<file path="src/pmc_pkg.sv">
// package: command codes, reset values and carrier types for the command map
package pmc_pkg;

   // ----------------------------------------
   // command codes
   // ----------------------------------------
   localparam logic [7:0] CMD_CURRENT_FAULT_STATUS   = 8'h7b;
   localparam logic [7:0] CMD_INPUT_FAULT_STATUS     = 8'h7c;
   localparam logic [7:0] CMD_EXTERNAL_TEMP_STATUS   = 8'h7d;
   localparam logic [7:0] CMD_COMM_MEMORY_STATUS     = 8'h7e;
   localparam logic [7:0] CMD_VENDOR_FAULT_STATE     = 8'h80;
   localparam logic [7:0] CMD_INPUT_VOLTAGE_READOUT  = 8'h88;
   localparam logic [7:0] CMD_OUTPUT_VOLTAGE_READOUT = 8'h8b;
   localparam logic [7:0] CMD_OUTPUT_CURRENT_READOUT = 8'h8c;
   localparam logic [7:0] CMD_EXTERNAL_TEMP_READOUT  = 8'h8d;
   localparam logic [7:0] CMD_DIE_TEMP_READOUT       = 8'h8e;
   localparam logic [7:0] CMD_OUTPUT_POWER_READOUT   = 8'h96;
   localparam logic [7:0] CMD_PROTOCOL_REVISION      = 8'h98;
   localparam logic [7:0] CMD_TOOL_RESERVED_WORD_A   = 8'hb0;
   localparam logic [7:0] CMD_TOOL_RESERVED_WORD_B   = 8'hb1;
   localparam logic [7:0] CMD_OEM_RESERVED_WORD      = 8'hb2;
   localparam logic [7:0] CMD_SCRATCH_WORD_PAGED     = 8'hb3;
   localparam logic [7:0] CMD_SCRATCH_WORD_GLOBAL    = 8'hb4;
   localparam logic [7:0] CMD_MAKER_RESERVED_A       = 8'hb5;
   localparam logic [7:0] CMD_MAKER_INFORMATION      = 8'hb6;
   localparam logic [7:0] CMD_SELF_HEATING_RISE      = 8'hb8;
   localparam logic [7:0] CMD_SELF_HEATING_INV_TAU   = 8'hb9;
   localparam logic [7:0] CMD_CORE_THERMAL_RESIST    = 8'hba;
   localparam logic [7:0] CMD_CURRENT_FIXED_READOUT  = 8'hbb;
   localparam logic [7:0] CMD_MAKER_RESERVED_B       = 8'hbc;
   localparam logic [7:0] CMD_NVM_UNLOCK             = 8'hbd;
   localparam logic [7:0] CMD_NVM_BULK_ERASE         = 8'hbe;
   localparam logic [7:0] CMD_NVM_STREAM_WORD        = 8'hbf;
   localparam logic [7:0] CMD_EXTRA_HOST_COMMAND     = 8'hc8;
   localparam logic [7:0] CMD_EXTRA_HOST_ZERO_WORD   = 8'hc9;
   localparam logic [7:0] CMD_EXTRA_HOST_ONE_WORD    = 8'hca;
   localparam logic [7:0] CMD_CHANNEL_CONFIGURATION  = 8'hd0;
   localparam logic [7:0] CMD_GLOBAL_CONFIGURATION   = 8'hd1;
   localparam logic [7:0] CMD_FAULT_LINE_A_PROPAGATE = 8'hd2;
   localparam logic [7:0] CMD_FAULT_LINE_B_PROPAGATE = 8'hd3;
   localparam logic [7:0] CMD_POWER_GOOD_MAPPING     = 8'hd4;
   localparam logic [7:0] CMD_FAULT_LINE_A_ACTION    = 8'hd5;
   localparam logic [7:0] CMD_FAULT_LINE_B_ACTION    = 8'hd6;

   // ----------------------------------------
   // reset values and constants
   // ----------------------------------------
   localparam logic [7:0]  PROTOCOL_REVISION_VALUE = 8'h11;
   localparam logic [15:0] FLOAT_ZERO_RESET        = 16'h8000;
   localparam logic [15:0] CHANNEL_CONFIG_RESET    = 16'h0080;
   localparam logic [15:0] GLOBAL_CONFIG_RESET     = 16'h0f7b;
   localparam logic [15:0] POWER_GOOD_MAP_RESET    = 16'h0000;
   localparam logic [15:0] SCRATCH_RESET           = 16'h0000;
   localparam logic [7:0]  BYTE_SETTING_RESET      = 8'h00;
   localparam logic [7:0]  NVM_UNLOCK_KEY          = 8'h2b;   // arbitrary unlock key value
   localparam logic [15:0] MAKER_INFO_VALUE        = 16'h0000; // arbitrary information value
   localparam logic [15:0] NVM_ERASED_WORD         = 16'hffff;
   localparam int          CURRENT_LSB_UA          = 2500;    // fixed-point current lsb, microamps

   // ----------------------------------------
   // carrier types
   // ----------------------------------------
   typedef struct packed {
      logic       wr;      // write strobe
      logic       rd;      // read strobe
      logic [7:0] code;    // command code
      logic [15:0] wdata;  // write data, byte in low bits
      logic [1:0] page;    // selected channel
   } pmc_req_t;

   typedef struct packed {
      logic        ack;    // request known and served
      logic        is_word;// two-byte command
      logic [15:0] rdata;
   } pmc_rsp_t;

endpackage

</file>
<file path="src/pmc_command_map.sv">
// command-code register bank for a four-channel supply manager
`timescale 1ns/1ps
module pmc_command_map
   import pmc_pkg::*;
#(
   parameter int CHANNELS  = 4,
   parameter int NVM_WORDS = 64
) (
   // clock and reset
   input  wire logic                  sys_clk,
   input  wire logic                  reset_n,
   // command port from the serial link engine
   input  wire pmc_req_t              req,
   output pmc_rsp_t                   rsp,
   // per-channel telemetry and status from the monitor
   input  wire logic [CHANNELS*8-1:0]  current_status_in,
   input  wire logic [CHANNELS*8-1:0]  temp_status_in,
   input  wire logic [CHANNELS*8-1:0]  vendor_status_in,
   input  wire logic [CHANNELS*16-1:0] vout_in,
   input  wire logic [CHANNELS*16-1:0] iout_float_in,
   input  wire logic [CHANNELS*16-1:0] iout_ua_in,
   input  wire logic [CHANNELS*16-1:0] ext_temp_in,
   input  wire logic [CHANNELS*16-1:0] pout_in,
   input  wire logic [CHANNELS*16-1:0] self_heat_in,
   // global telemetry and status
   input  wire logic [7:0]            input_status_in,
   input  wire logic [7:0]            comm_status_in,
   input  wire logic [15:0]           vin_in,
   input  wire logic [15:0]           die_temp_in,
   // settings and temperature out to the processing logic
   output logic [CHANNELS*16-1:0]      comp_temp,
   output logic [CHANNELS*16-1:0]      inv_tau,
   output logic [CHANNELS*16-1:0]      theta,
   output logic [CHANNELS*16-1:0]      chan_config,
   output logic [15:0]                global_config,
   output logic [CHANNELS-1:0]         fault_a_propagate,
   output logic [CHANNELS-1:0]         fault_b_propagate,
   output logic [15:0]                power_good_map,
   output logic [7:0]                 fault_a_action,
   output logic [7:0]                 fault_b_action,
   output logic [15:0]                extra_host_cmd,
   output logic                       nvm_unlocked
);

   // ----------------------------------------
   // parameter checks
   // ----------------------------------------
   if (CHANNELS != 4) begin : g_bad_ch
      $error("pmc_command_map: page field serves exactly four channels");
   end
   if (NVM_WORDS < 2 || NVM_WORDS > 256) begin : g_bad_nvm
      $error("pmc_command_map: NVM_WORDS must be 2..256");
   end

   localparam int AW = $clog2(NVM_WORDS);

   // ----------------------------------------
   // state
   // ----------------------------------------
   typedef enum logic [1:0] {
      NVM_LOCKED   = 2'b00,
      NVM_OPEN     = 2'b01,
      NVM_STREAM   = 2'b10
   } pmc_nvm_t;

   typedef struct packed {
      logic [3:0][15:0] scratch_paged;
      logic [3:0][15:0] tool_b;
      logic [3:0][15:0] rsvd_a;
      logic [3:0][15:0] rsvd_b;
      logic [3:0][15:0] inv_tau;
      logic [3:0][15:0] theta;
      logic [3:0][15:0] chan_cfg;
      logic [3:0][7:0]  prop_a;
      logic [3:0][7:0]  prop_b;
      logic [15:0]      tool_a;
      logic [15:0]      oem;
      logic [15:0]      scratch_global;
      logic [15:0]      glob_cfg;
      logic [15:0]      pg_map;
      logic [7:0]       act_a;
      logic [7:0]       act_b;
      logic [15:0]      xh_cmd;
      logic [15:0]      xh_data0;
      logic [15:0]      xh_data1;
      logic [7:0]       erase_byte;
      pmc_nvm_t         nvm;
      logic [AW-1:0]    nvm_ptr;
      pmc_rsp_t         rsp;
   } pmc_state_t;

   pmc_state_t st;
   pmc_state_t next_st;
   logic [15:0] nvm_mem [NVM_WORDS];
   logic        mem_wr;
   logic [15:0] mem_wdata;
   logic [AW-1:0] mem_addr;
   logic        erase_go;
   logic [AW:0] erase_cnt;

   // word of a flat per-channel bus
   function automatic logic [15:0] pick16(input logic [CHANNELS*16-1:0] v, input logic [1:0] p);
      pick16 = v[p*16 +: 16];
   endfunction

   function automatic logic [7:0] pick8(input logic [CHANNELS*8-1:0] v, input logic [1:0] p);
      pick8 = v[p*8 +: 8];
   endfunction

   // ----------------------------------------
   // next state: decode, writes and reads
   // ----------------------------------------
   always_comb begin
      logic [1:0] pg;
      pg = req.page;
      next_st = st;
      next_st.rsp = '0;
      mem_wr = 1'b0;
      mem_wdata = req.wdata;
      mem_addr = st.nvm_ptr;
      erase_go = 1'b0;
      next_st.rsp.ack = req.wr | req.rd;
      case (req.code)
         // byte-sized read-only status and revision
         CMD_CURRENT_FAULT_STATUS: next_st.rsp.rdata = {8'h00, pick8(current_status_in, pg)};
         CMD_INPUT_FAULT_STATUS:   next_st.rsp.rdata = {8'h00, input_status_in};
         CMD_EXTERNAL_TEMP_STATUS: next_st.rsp.rdata = {8'h00, pick8(temp_status_in, pg)};
         CMD_COMM_MEMORY_STATUS:   next_st.rsp.rdata = {8'h00, comm_status_in};
         CMD_VENDOR_FAULT_STATE:   next_st.rsp.rdata = {8'h00, pick8(vendor_status_in, pg)};
         CMD_PROTOCOL_REVISION:    next_st.rsp.rdata = {8'h00, PROTOCOL_REVISION_VALUE};
         // word-sized telemetry and maker information
         CMD_INPUT_VOLTAGE_READOUT: begin
            next_st.rsp.is_word = 1'b1;
            next_st.rsp.rdata = vin_in;
         end
         CMD_OUTPUT_VOLTAGE_READOUT: begin
            next_st.rsp.is_word = 1'b1;
            next_st.rsp.rdata = pick16(vout_in, pg);
         end
         CMD_OUTPUT_CURRENT_READOUT: begin
            next_st.rsp.is_word = 1'b1;
            next_st.rsp.rdata = pick16(iout_float_in, pg);
         end
         CMD_EXTERNAL_TEMP_READOUT: begin
            next_st.rsp.is_word = 1'b1;
            next_st.rsp.rdata = pick16(ext_temp_in, pg);
         end
         CMD_DIE_TEMP_READOUT: begin
            next_st.rsp.is_word = 1'b1;
            next_st.rsp.rdata = die_temp_in;
         end
         CMD_OUTPUT_POWER_READOUT: begin
            next_st.rsp.is_word = 1'b1;
            next_st.rsp.rdata = pick16(pout_in, pg);
         end
         CMD_SELF_HEATING_RISE: begin
            next_st.rsp.is_word = 1'b1;
            next_st.rsp.rdata = pick16(self_heat_in, pg);
         end
         CMD_CURRENT_FIXED_READOUT: begin
            next_st.rsp.is_word = 1'b1;
            next_st.rsp.rdata = 16'(pick16(iout_ua_in, pg) / 16'(CURRENT_LSB_UA / 100));
         end
         CMD_MAKER_INFORMATION: begin
            next_st.rsp.is_word = 1'b1;
            next_st.rsp.rdata = MAKER_INFO_VALUE;
         end
         // read/write words
         CMD_TOOL_RESERVED_WORD_A: begin
            next_st.rsp.is_word = 1'b1;
            if (req.wr) next_st.tool_a = req.wdata;
            next_st.rsp.rdata = st.tool_a;
         end
         CMD_TOOL_RESERVED_WORD_B: begin
            next_st.rsp.is_word = 1'b1;
            if (req.wr) next_st.tool_b[pg] = req.wdata;
            next_st.rsp.rdata = st.tool_b[pg];
         end
         CMD_OEM_RESERVED_WORD: begin
            next_st.rsp.is_word = 1'b1;
            if (req.wr) next_st.oem = req.wdata;
            next_st.rsp.rdata = st.oem;
         end
         CMD_SCRATCH_WORD_PAGED: begin
            next_st.rsp.is_word = 1'b1;
            if (req.wr) next_st.scratch_paged[pg] = req.wdata;
            next_st.rsp.rdata = st.scratch_paged[pg];
         end
         CMD_SCRATCH_WORD_GLOBAL: begin
            next_st.rsp.is_word = 1'b1;
            if (req.wr) next_st.scratch_global = req.wdata;
            next_st.rsp.rdata = st.scratch_global;
         end
         CMD_MAKER_RESERVED_A: begin
            next_st.rsp.is_word = 1'b1;
            if (req.wr) next_st.rsvd_a[pg] = req.wdata;
            next_st.rsp.rdata = st.rsvd_a[pg];
         end
         CMD_MAKER_RESERVED_B: begin
            next_st.rsp.is_word = 1'b1;
            if (req.wr) next_st.rsvd_b[pg] = req.wdata;
            next_st.rsp.rdata = st.rsvd_b[pg];
         end
         CMD_SELF_HEATING_INV_TAU: begin
            next_st.rsp.is_word = 1'b1;
            if (req.wr) next_st.inv_tau[pg] = req.wdata;
            next_st.rsp.rdata = st.inv_tau[pg];
         end
         CMD_CORE_THERMAL_RESIST: begin
            next_st.rsp.is_word = 1'b1;
            if (req.wr) next_st.theta[pg] = req.wdata;
            next_st.rsp.rdata = st.theta[pg];
         end
         // nvm access
         CMD_NVM_UNLOCK: begin
            if (req.wr) begin
               next_st.nvm = (req.wdata[7:0] == NVM_UNLOCK_KEY) ? NVM_OPEN : NVM_LOCKED;
               next_st.nvm_ptr = '0;
            end
            next_st.rsp.rdata = {15'h0000, st.nvm != NVM_LOCKED};
         end
         CMD_NVM_BULK_ERASE: begin
            next_st.rsp.rdata = {8'h00, st.erase_byte};
            if (req.wr && st.nvm != NVM_LOCKED) begin
               next_st.erase_byte = req.wdata[7:0];
               next_st.nvm = NVM_STREAM;
               next_st.nvm_ptr = '0;
               erase_go = 1'b1;
            end
         end
         CMD_NVM_STREAM_WORD: begin
            next_st.rsp.is_word = 1'b1;
            if (st.nvm == NVM_LOCKED) begin
               next_st.rsp.ack = 1'b0;
            end else begin
               next_st.rsp.rdata = nvm_mem[st.nvm_ptr];
               mem_wr = req.wr;
               if (req.wr || req.rd) next_st.nvm_ptr = AW'(st.nvm_ptr + 1'b1);
            end
         end
         // extra hosts
         CMD_EXTRA_HOST_COMMAND: begin
            next_st.rsp.is_word = 1'b1;
            if (req.wr) next_st.xh_cmd = req.wdata;
            next_st.rsp.rdata = st.xh_cmd;
         end
         CMD_EXTRA_HOST_ZERO_WORD: begin
            next_st.rsp.is_word = 1'b1;
            if (req.wr) next_st.xh_data0 = req.wdata;
            next_st.rsp.rdata = st.xh_data0;
         end
         CMD_EXTRA_HOST_ONE_WORD: begin
            next_st.rsp.is_word = 1'b1;
            if (req.wr) next_st.xh_data1 = req.wdata;
            next_st.rsp.rdata = st.xh_data1;
         end
         // configuration
         CMD_CHANNEL_CONFIGURATION: begin
            next_st.rsp.is_word = 1'b1;
            if (req.wr) next_st.chan_cfg[pg] = req.wdata;
            next_st.rsp.rdata = st.chan_cfg[pg];
         end
         CMD_GLOBAL_CONFIGURATION: begin
            next_st.rsp.is_word = 1'b1;
            if (req.wr) next_st.glob_cfg = req.wdata;
            next_st.rsp.rdata = st.glob_cfg;
         end
         CMD_FAULT_LINE_A_PROPAGATE: begin
            if (req.wr) next_st.prop_a[pg] = req.wdata[7:0];
            next_st.rsp.rdata = {8'h00, st.prop_a[pg]};
         end
         CMD_FAULT_LINE_B_PROPAGATE: begin
            if (req.wr) next_st.prop_b[pg] = req.wdata[7:0];
            next_st.rsp.rdata = {8'h00, st.prop_b[pg]};
         end
         CMD_POWER_GOOD_MAPPING: begin
            next_st.rsp.is_word = 1'b1;
            if (req.wr) next_st.pg_map = req.wdata;
            next_st.rsp.rdata = st.pg_map;
         end
         CMD_FAULT_LINE_A_ACTION: begin
            if (req.wr) next_st.act_a = req.wdata[7:0];
            next_st.rsp.rdata = {8'h00, st.act_a};
         end
         CMD_FAULT_LINE_B_ACTION: begin
            if (req.wr) next_st.act_b = req.wdata[7:0];
            next_st.rsp.rdata = {8'h00, st.act_b};
         end
         default: begin
            next_st.rsp.ack = 1'b0;   // unknown code: no acknowledge
         end
      endcase
      // read-only status and revision bytes refuse writes
      if (req.wr && (req.code == CMD_CURRENT_FAULT_STATUS || req.code == CMD_INPUT_FAULT_STATUS ||
                     req.code == CMD_EXTERNAL_TEMP_STATUS || req.code == CMD_COMM_MEMORY_STATUS ||
                     req.code == CMD_VENDOR_FAULT_STATE || req.code == CMD_PROTOCOL_REVISION)) begin
         next_st.rsp.ack = 1'b0;
      end
   end

   // ----------------------------------------
   // state register
   // ----------------------------------------
   always_ff @(posedge sys_clk or negedge reset_n) begin
      if (!reset_n) begin
         st <= '0;
         st.inv_tau  <= {4{FLOAT_ZERO_RESET}};
         st.theta    <= {4{FLOAT_ZERO_RESET}};
         st.chan_cfg <= {4{CHANNEL_CONFIG_RESET}};
         st.glob_cfg <= GLOBAL_CONFIG_RESET;
         st.pg_map   <= POWER_GOOD_MAP_RESET;
         st.scratch_paged  <= {4{SCRATCH_RESET}};
         st.scratch_global <= SCRATCH_RESET;
         st.prop_a <= {4{BYTE_SETTING_RESET}};
         st.prop_b <= {4{BYTE_SETTING_RESET}};
         st.act_a  <= BYTE_SETTING_RESET;
         st.act_b  <= BYTE_SETTING_RESET;
         st.nvm    <= NVM_LOCKED;
      end else begin
         st <= next_st;
      end
   end

   // ----------------------------------------
   // user nvm array: erase sweep and stream writes
   // ----------------------------------------
   always_ff @(posedge sys_clk or negedge reset_n) begin
      if (!reset_n) begin
         erase_cnt <= '0;
      end else if (erase_go) begin
         erase_cnt <= (AW+1)'(NVM_WORDS);
      end else if (erase_cnt != '0) begin
         erase_cnt <= erase_cnt - 1'b1;
      end
   end

   always_ff @(posedge sys_clk) begin
      if (erase_cnt != '0) begin
         nvm_mem[AW'(erase_cnt - 1'b1)] <= NVM_ERASED_WORD;
      end else if (mem_wr) begin
         nvm_mem[mem_addr] <= mem_wdata;
      end
   end

   // ----------------------------------------
   // outputs
   // ----------------------------------------
   assign rsp            = st.rsp;
   assign comp_temp      = ext_temp_in;
   assign inv_tau        = st.inv_tau;
   assign theta          = st.theta;
   assign chan_config    = st.chan_cfg;
   assign global_config  = st.glob_cfg;
   assign power_good_map = st.pg_map;
   assign fault_a_action = st.act_a;
   assign fault_b_action = st.act_b;
   assign extra_host_cmd = st.xh_cmd;
   assign nvm_unlocked   = (st.nvm != NVM_LOCKED);

   // propagation enable is the low bit of each channel byte
   always_comb begin
      for (int c = 0; c < CHANNELS; c++) begin
         fault_a_propagate[c] = st.prop_a[c][0];
         fault_b_propagate[c] = st.prop_b[c][0];
      end
   end

endmodule

</file>
<file path="config.mk">
export PLATFORM = sky130hd
export DESIGN_NAME = pmc_command_map
export DESIGN_NICKNAME = d
export VERILOG_FILES = /design/src/pmc_pkg.sv /design/src/pmc_command_map.sv
export SDC_FILE = /design/constraint.sdc
export NUM_CORES = 2
export LEC_CHECK = 0
export BUFFER_PORTS_ARGS = -buffer_cell sky130_fd_sc_hd__buf_4
export CAP_MARGIN = 20
export CORE_MARGIN = 4
export CORE_UTILIZATION = 46
export CTS_CLUSTER_SIZE = 25
export DETAILED_ROUTE_END_ITERATION = 12
export PLACE_DENSITY_LB_ADDON = 0.05
export SETUP_SLACK_MARGIN = 0.1
export SLEW_MARGIN = 20
export SYNTH_ARGS = -nofsm -noshare
export SYNTH_HDL_FRONTEND = slang
export SYNTH_SLANG_ARGS = --single-unit
export TNS_END_PERCENT = 10
</file>
<file path="constraint.sdc">
create_clock -name sys_clk -period 4.13 [get_ports sys_clk]
set_input_delay 0.2065 -clock sys_clk [delete_from_list [all_inputs] [get_ports sys_clk]]
set_output_delay 0.2065 -clock sys_clk [all_outputs]
set_load 0.02 [all_outputs]
</file>
==> results.json <==
{
  "status": "complete, but fails checks",
  "violations": "setup timing",
  "grt_usage_pct": 35.8,
  "cts.reportedPaths.clkPinSlew_ps": 60,
  "synthArstFlopShare_pct": 40.5,
  "cpMaxStageDelayCell": "mux4_2",
  "synth_flop_cell": "edfxtp_1",
  "insertion_delay_ps": 840,
  "rsz0062_at_grt": "true",
  "required_ps": 4850,
  "fp.dieH_um": 421,
  "power.density_nw_per_um2": 532,
  "max-slew-margin-rel_pct": 23.6,
  "critical_path.max_stage_delay_ps": 550,
  "p_leak_nw": 37.5,
  "ios": 905,
  "initial_core_util_pct": 46.3,
  "fmaxAchievable_mhz": 139,
  "grt_pass1_wl_um": 438000,
  "fp-row-count": 151,
  "ys_top_cells_by_count": "edfxtp_1 (1024), dfrtp_1 (675), mux2_2 (673), mux4_2 (484), buf_4 (346)",
  "max_cap_violations": 0,
  "num_vias": 51591,
  "hold_viol": 0,
  "synth_top_cell_area_share_pct": 39.1,
  "fin_worst_skew_ps": 34.4,
  "yosysMostFrequentCell": "edfxtp_1",
  "drt_first_pass_iters": 7,
  "synthTopCellsByArea": "edfxtp_1 (39%), dfrtp_1 (21%), mux4_2 (14%)",
  "endpoint_kind": "register",
  "netlist_instances": 4810,
  "synth_edf_count": 1024,
  "yosysWarnings": 0,
  "synth_cell_types": 99,
  "period_needed_ps": 7210,
  "hp-class": "in -> reg",
  "dp_hpwl_um": 239000,
  "fin_nets": 6365,
  "ant_nets": 0,
  "gp_congestion": 1.07,
  "die_w_um": 421,
  "drc": 0,
  "cts_sinks": 1721,
  "dieArea_um2": 178000,
  "cts_root_buffer": "clkbuf_16",
  "core_um2": 170000,
  "routedWlPerCell_um": 39.3,
  "yosys_register_bits": 1721,
  "synth_area_um2": 78600,
  "grt_pass1_vias": 50729,
  "finalWirelength_um": 322000,
  "setup_violations": 6,
  "cts_buffers": 181,
  "ys_seq_area_share_pct": 61.4,
  "htree_levels": 4,
  "syn_nets": 5374,
  "drv_slew": 0,
  "critPathArrivalTime_ps": 7930,
  "critical_path.startpoint_type": "input pin",
  "fillers": 13696,
  "fin_ws_ps": -3080,
  "m1WireLength_um": 122000,
  "critical_path.most_common_cell": "buf_4",
  "grt_overflow_total": 0,
  "avgSynthCellArea_um2": 16.3,
  "setup_tns_ps": -9890,
  "drive_gt1_share_pct": 51.2,
  "tritoncts": "built",
  "dr_wl_met2_um": 155000,
  "vdd_ir_drop_max_mv": 1.10,
  "met3WireLength_um": 19500,
  "portBuffers": 904,
  "syn_to_final_growth_pct": 22.0,
  "antenna_found_initial": 49,
  "synth_top_cell_by_area": "edfxtp_1",
  "first_iter_violations": 6042,
  "via_per_inst": 6.30,
  "top_layer_used": "met5",
  "grt_max_degree": 118,
  "criticalPathCategory": "in -> reg",
  "worstPathMaxFanout": 8,
  "finalCritPeriodShare_pct": 175,
  "finalPower_mw": 51.0,
  "clock_path_buffers": 3,
  "tightest_slew_ps": 1150
}
==> area by class of cell <==
cell class	count	area, µm²	share of cell area [%]
clock buffer	247	5020	5.24
clock inverter	86	942	0.983
multi-input combinational	2404	27000	28.2
sequential	1721	48200	50.3
inverter	14	52.6	0.0548
tap	2218	2780	2.90
antenna	25	62.6	0.0653
timing repair buffer	1479	11700	12.2
==> power by group <==
| part | switching [mW] | internal (mW) | total (mW) |
|---|---|---|---|
| sequential | 0.320 | 19.4 | 19.7 |
| combinational | 7.73 | 7.03 | 14.8 |
| clock | 7.00 | 9.53 | 16.5 |
| total | 15.0 | 35.9 | 51.0 |
==> per-layer routing <==
layer | global-route usage [%] | vias up
met5 | 0 | -
met4 | 24.5 | 10
met3 | 5.86 | 565
met2 | 57.6 | 2360
met1 | 44.7 | 27810
li1 | - | 20846
==> through the flow <==
step | setup slack, ps | util [%] | instance area [µm²] | instances | hold WS, ps
5_1_grt | -3380 | 56.5 | 95800 | 8189 | 43.7
3_5_place_dp | -4170 | 52.5 | 89000 | 7788 | 275
4_1_cts | -3150 | 56.3 | 95600 | 8164 | 2.82
3_3_place_gp | -4100 | 52.5 | 89000 | 7788 | 277
2_1_floorplan | -3890 | - | 78800 | 4810 | -89.1
6_report | -3080 | 56.5 | 95800 | 8194 | 75.6
==> cell families (layout without fill, tap and decap cells) <==
logic type               Yosys count  after routing  synth area share (%)
AO/OA/AOI/OAI                    580            580                  5.64
multiplexers                    1175           1175                  23.8
XOR/XNOR                          29             29                 0.357
buffers and inverters            685           1826                  4.96
AND/OR/NAND/NOR                  610            610                  3.76
other                              0             25                     0
flip-flops                      1721           1721                  61.4
adder cells (fa/ha/maj)           10             10                 0.148
==> worst max-delay path: cells and delay by family <==
kind,cells,cell delay [ps]
muxes,3,920
adders and majority gates,2,400
xor gates and xnor gates,2,240
and+or+nand+nor,7,1370
AOI/OAI and AO/OA,15,3410
buffers and inverters,10,1370
==> cells in the final DEF, fill, tap and decap left out, drive strengths merged, types with 60 or more instances in the layout <==
| master | n |
|---|---|
| nor3 | 67 |
| nor2 | 163 |
| a21oi | 60 |
| clkbuf | 247 |
| a22oi | 187 |
| nand3 | 97 |
| edfxtp | 1024 |
| mux2 | 674 |
| buf | 1447 |
| dfrtp | 675 |
| nand2 | 131 |
| mux4 | 484 |
==> what timing repair did <==
item / in CTS / in global routing
pin swaps: 29 / 15
endpoints found under the setup margin: 8 / 7
endpoints found under the hold margin: 240 / 0
buffers inserted: 11 / 4
resized for setup: 31 / 31
hold buffers: 32 / 0
==> sequential cells by signal (all words and copies together), names as in the netlist, 6 cells and up <==
register and count:
fault_b_action 8, mem_addr 6, st 402, power_good_map 16, fault_a_action 8, theta 64, global_config 16, chan_config 64
extra_host_cmd 16, nvm_mem 1024, erase_cnt 7, rsp 18, inv_tau 64
==> final timing paths <==
path                       slack [ps]                          end                startpoint  cells after the start
min reg2reg                       490     erase_cnt[6]$_DFFE_PN0P_  erase_cnt[6]$_DFFE_PN0P_                      1
min                                80             rsp[0]$_DFF_PN0_               vout_in[32]                      5
max                             -3080             rsp[0]$_DFF_PN0_                    req[0]                     39
max in group asynchronous        2390   chan_config[0]$_DFFE_PN0P_                   reset_n                      4
max reg2reg                       440             rsp[1]$_DFF_PN0_   mem_addr[0]$_DFFE_PN0P_                      8
min in group asynchronous         520  chan_config[50]$_DFFE_PN0P_                   reset_n                      3
Power figures use the tool's default switching activity.
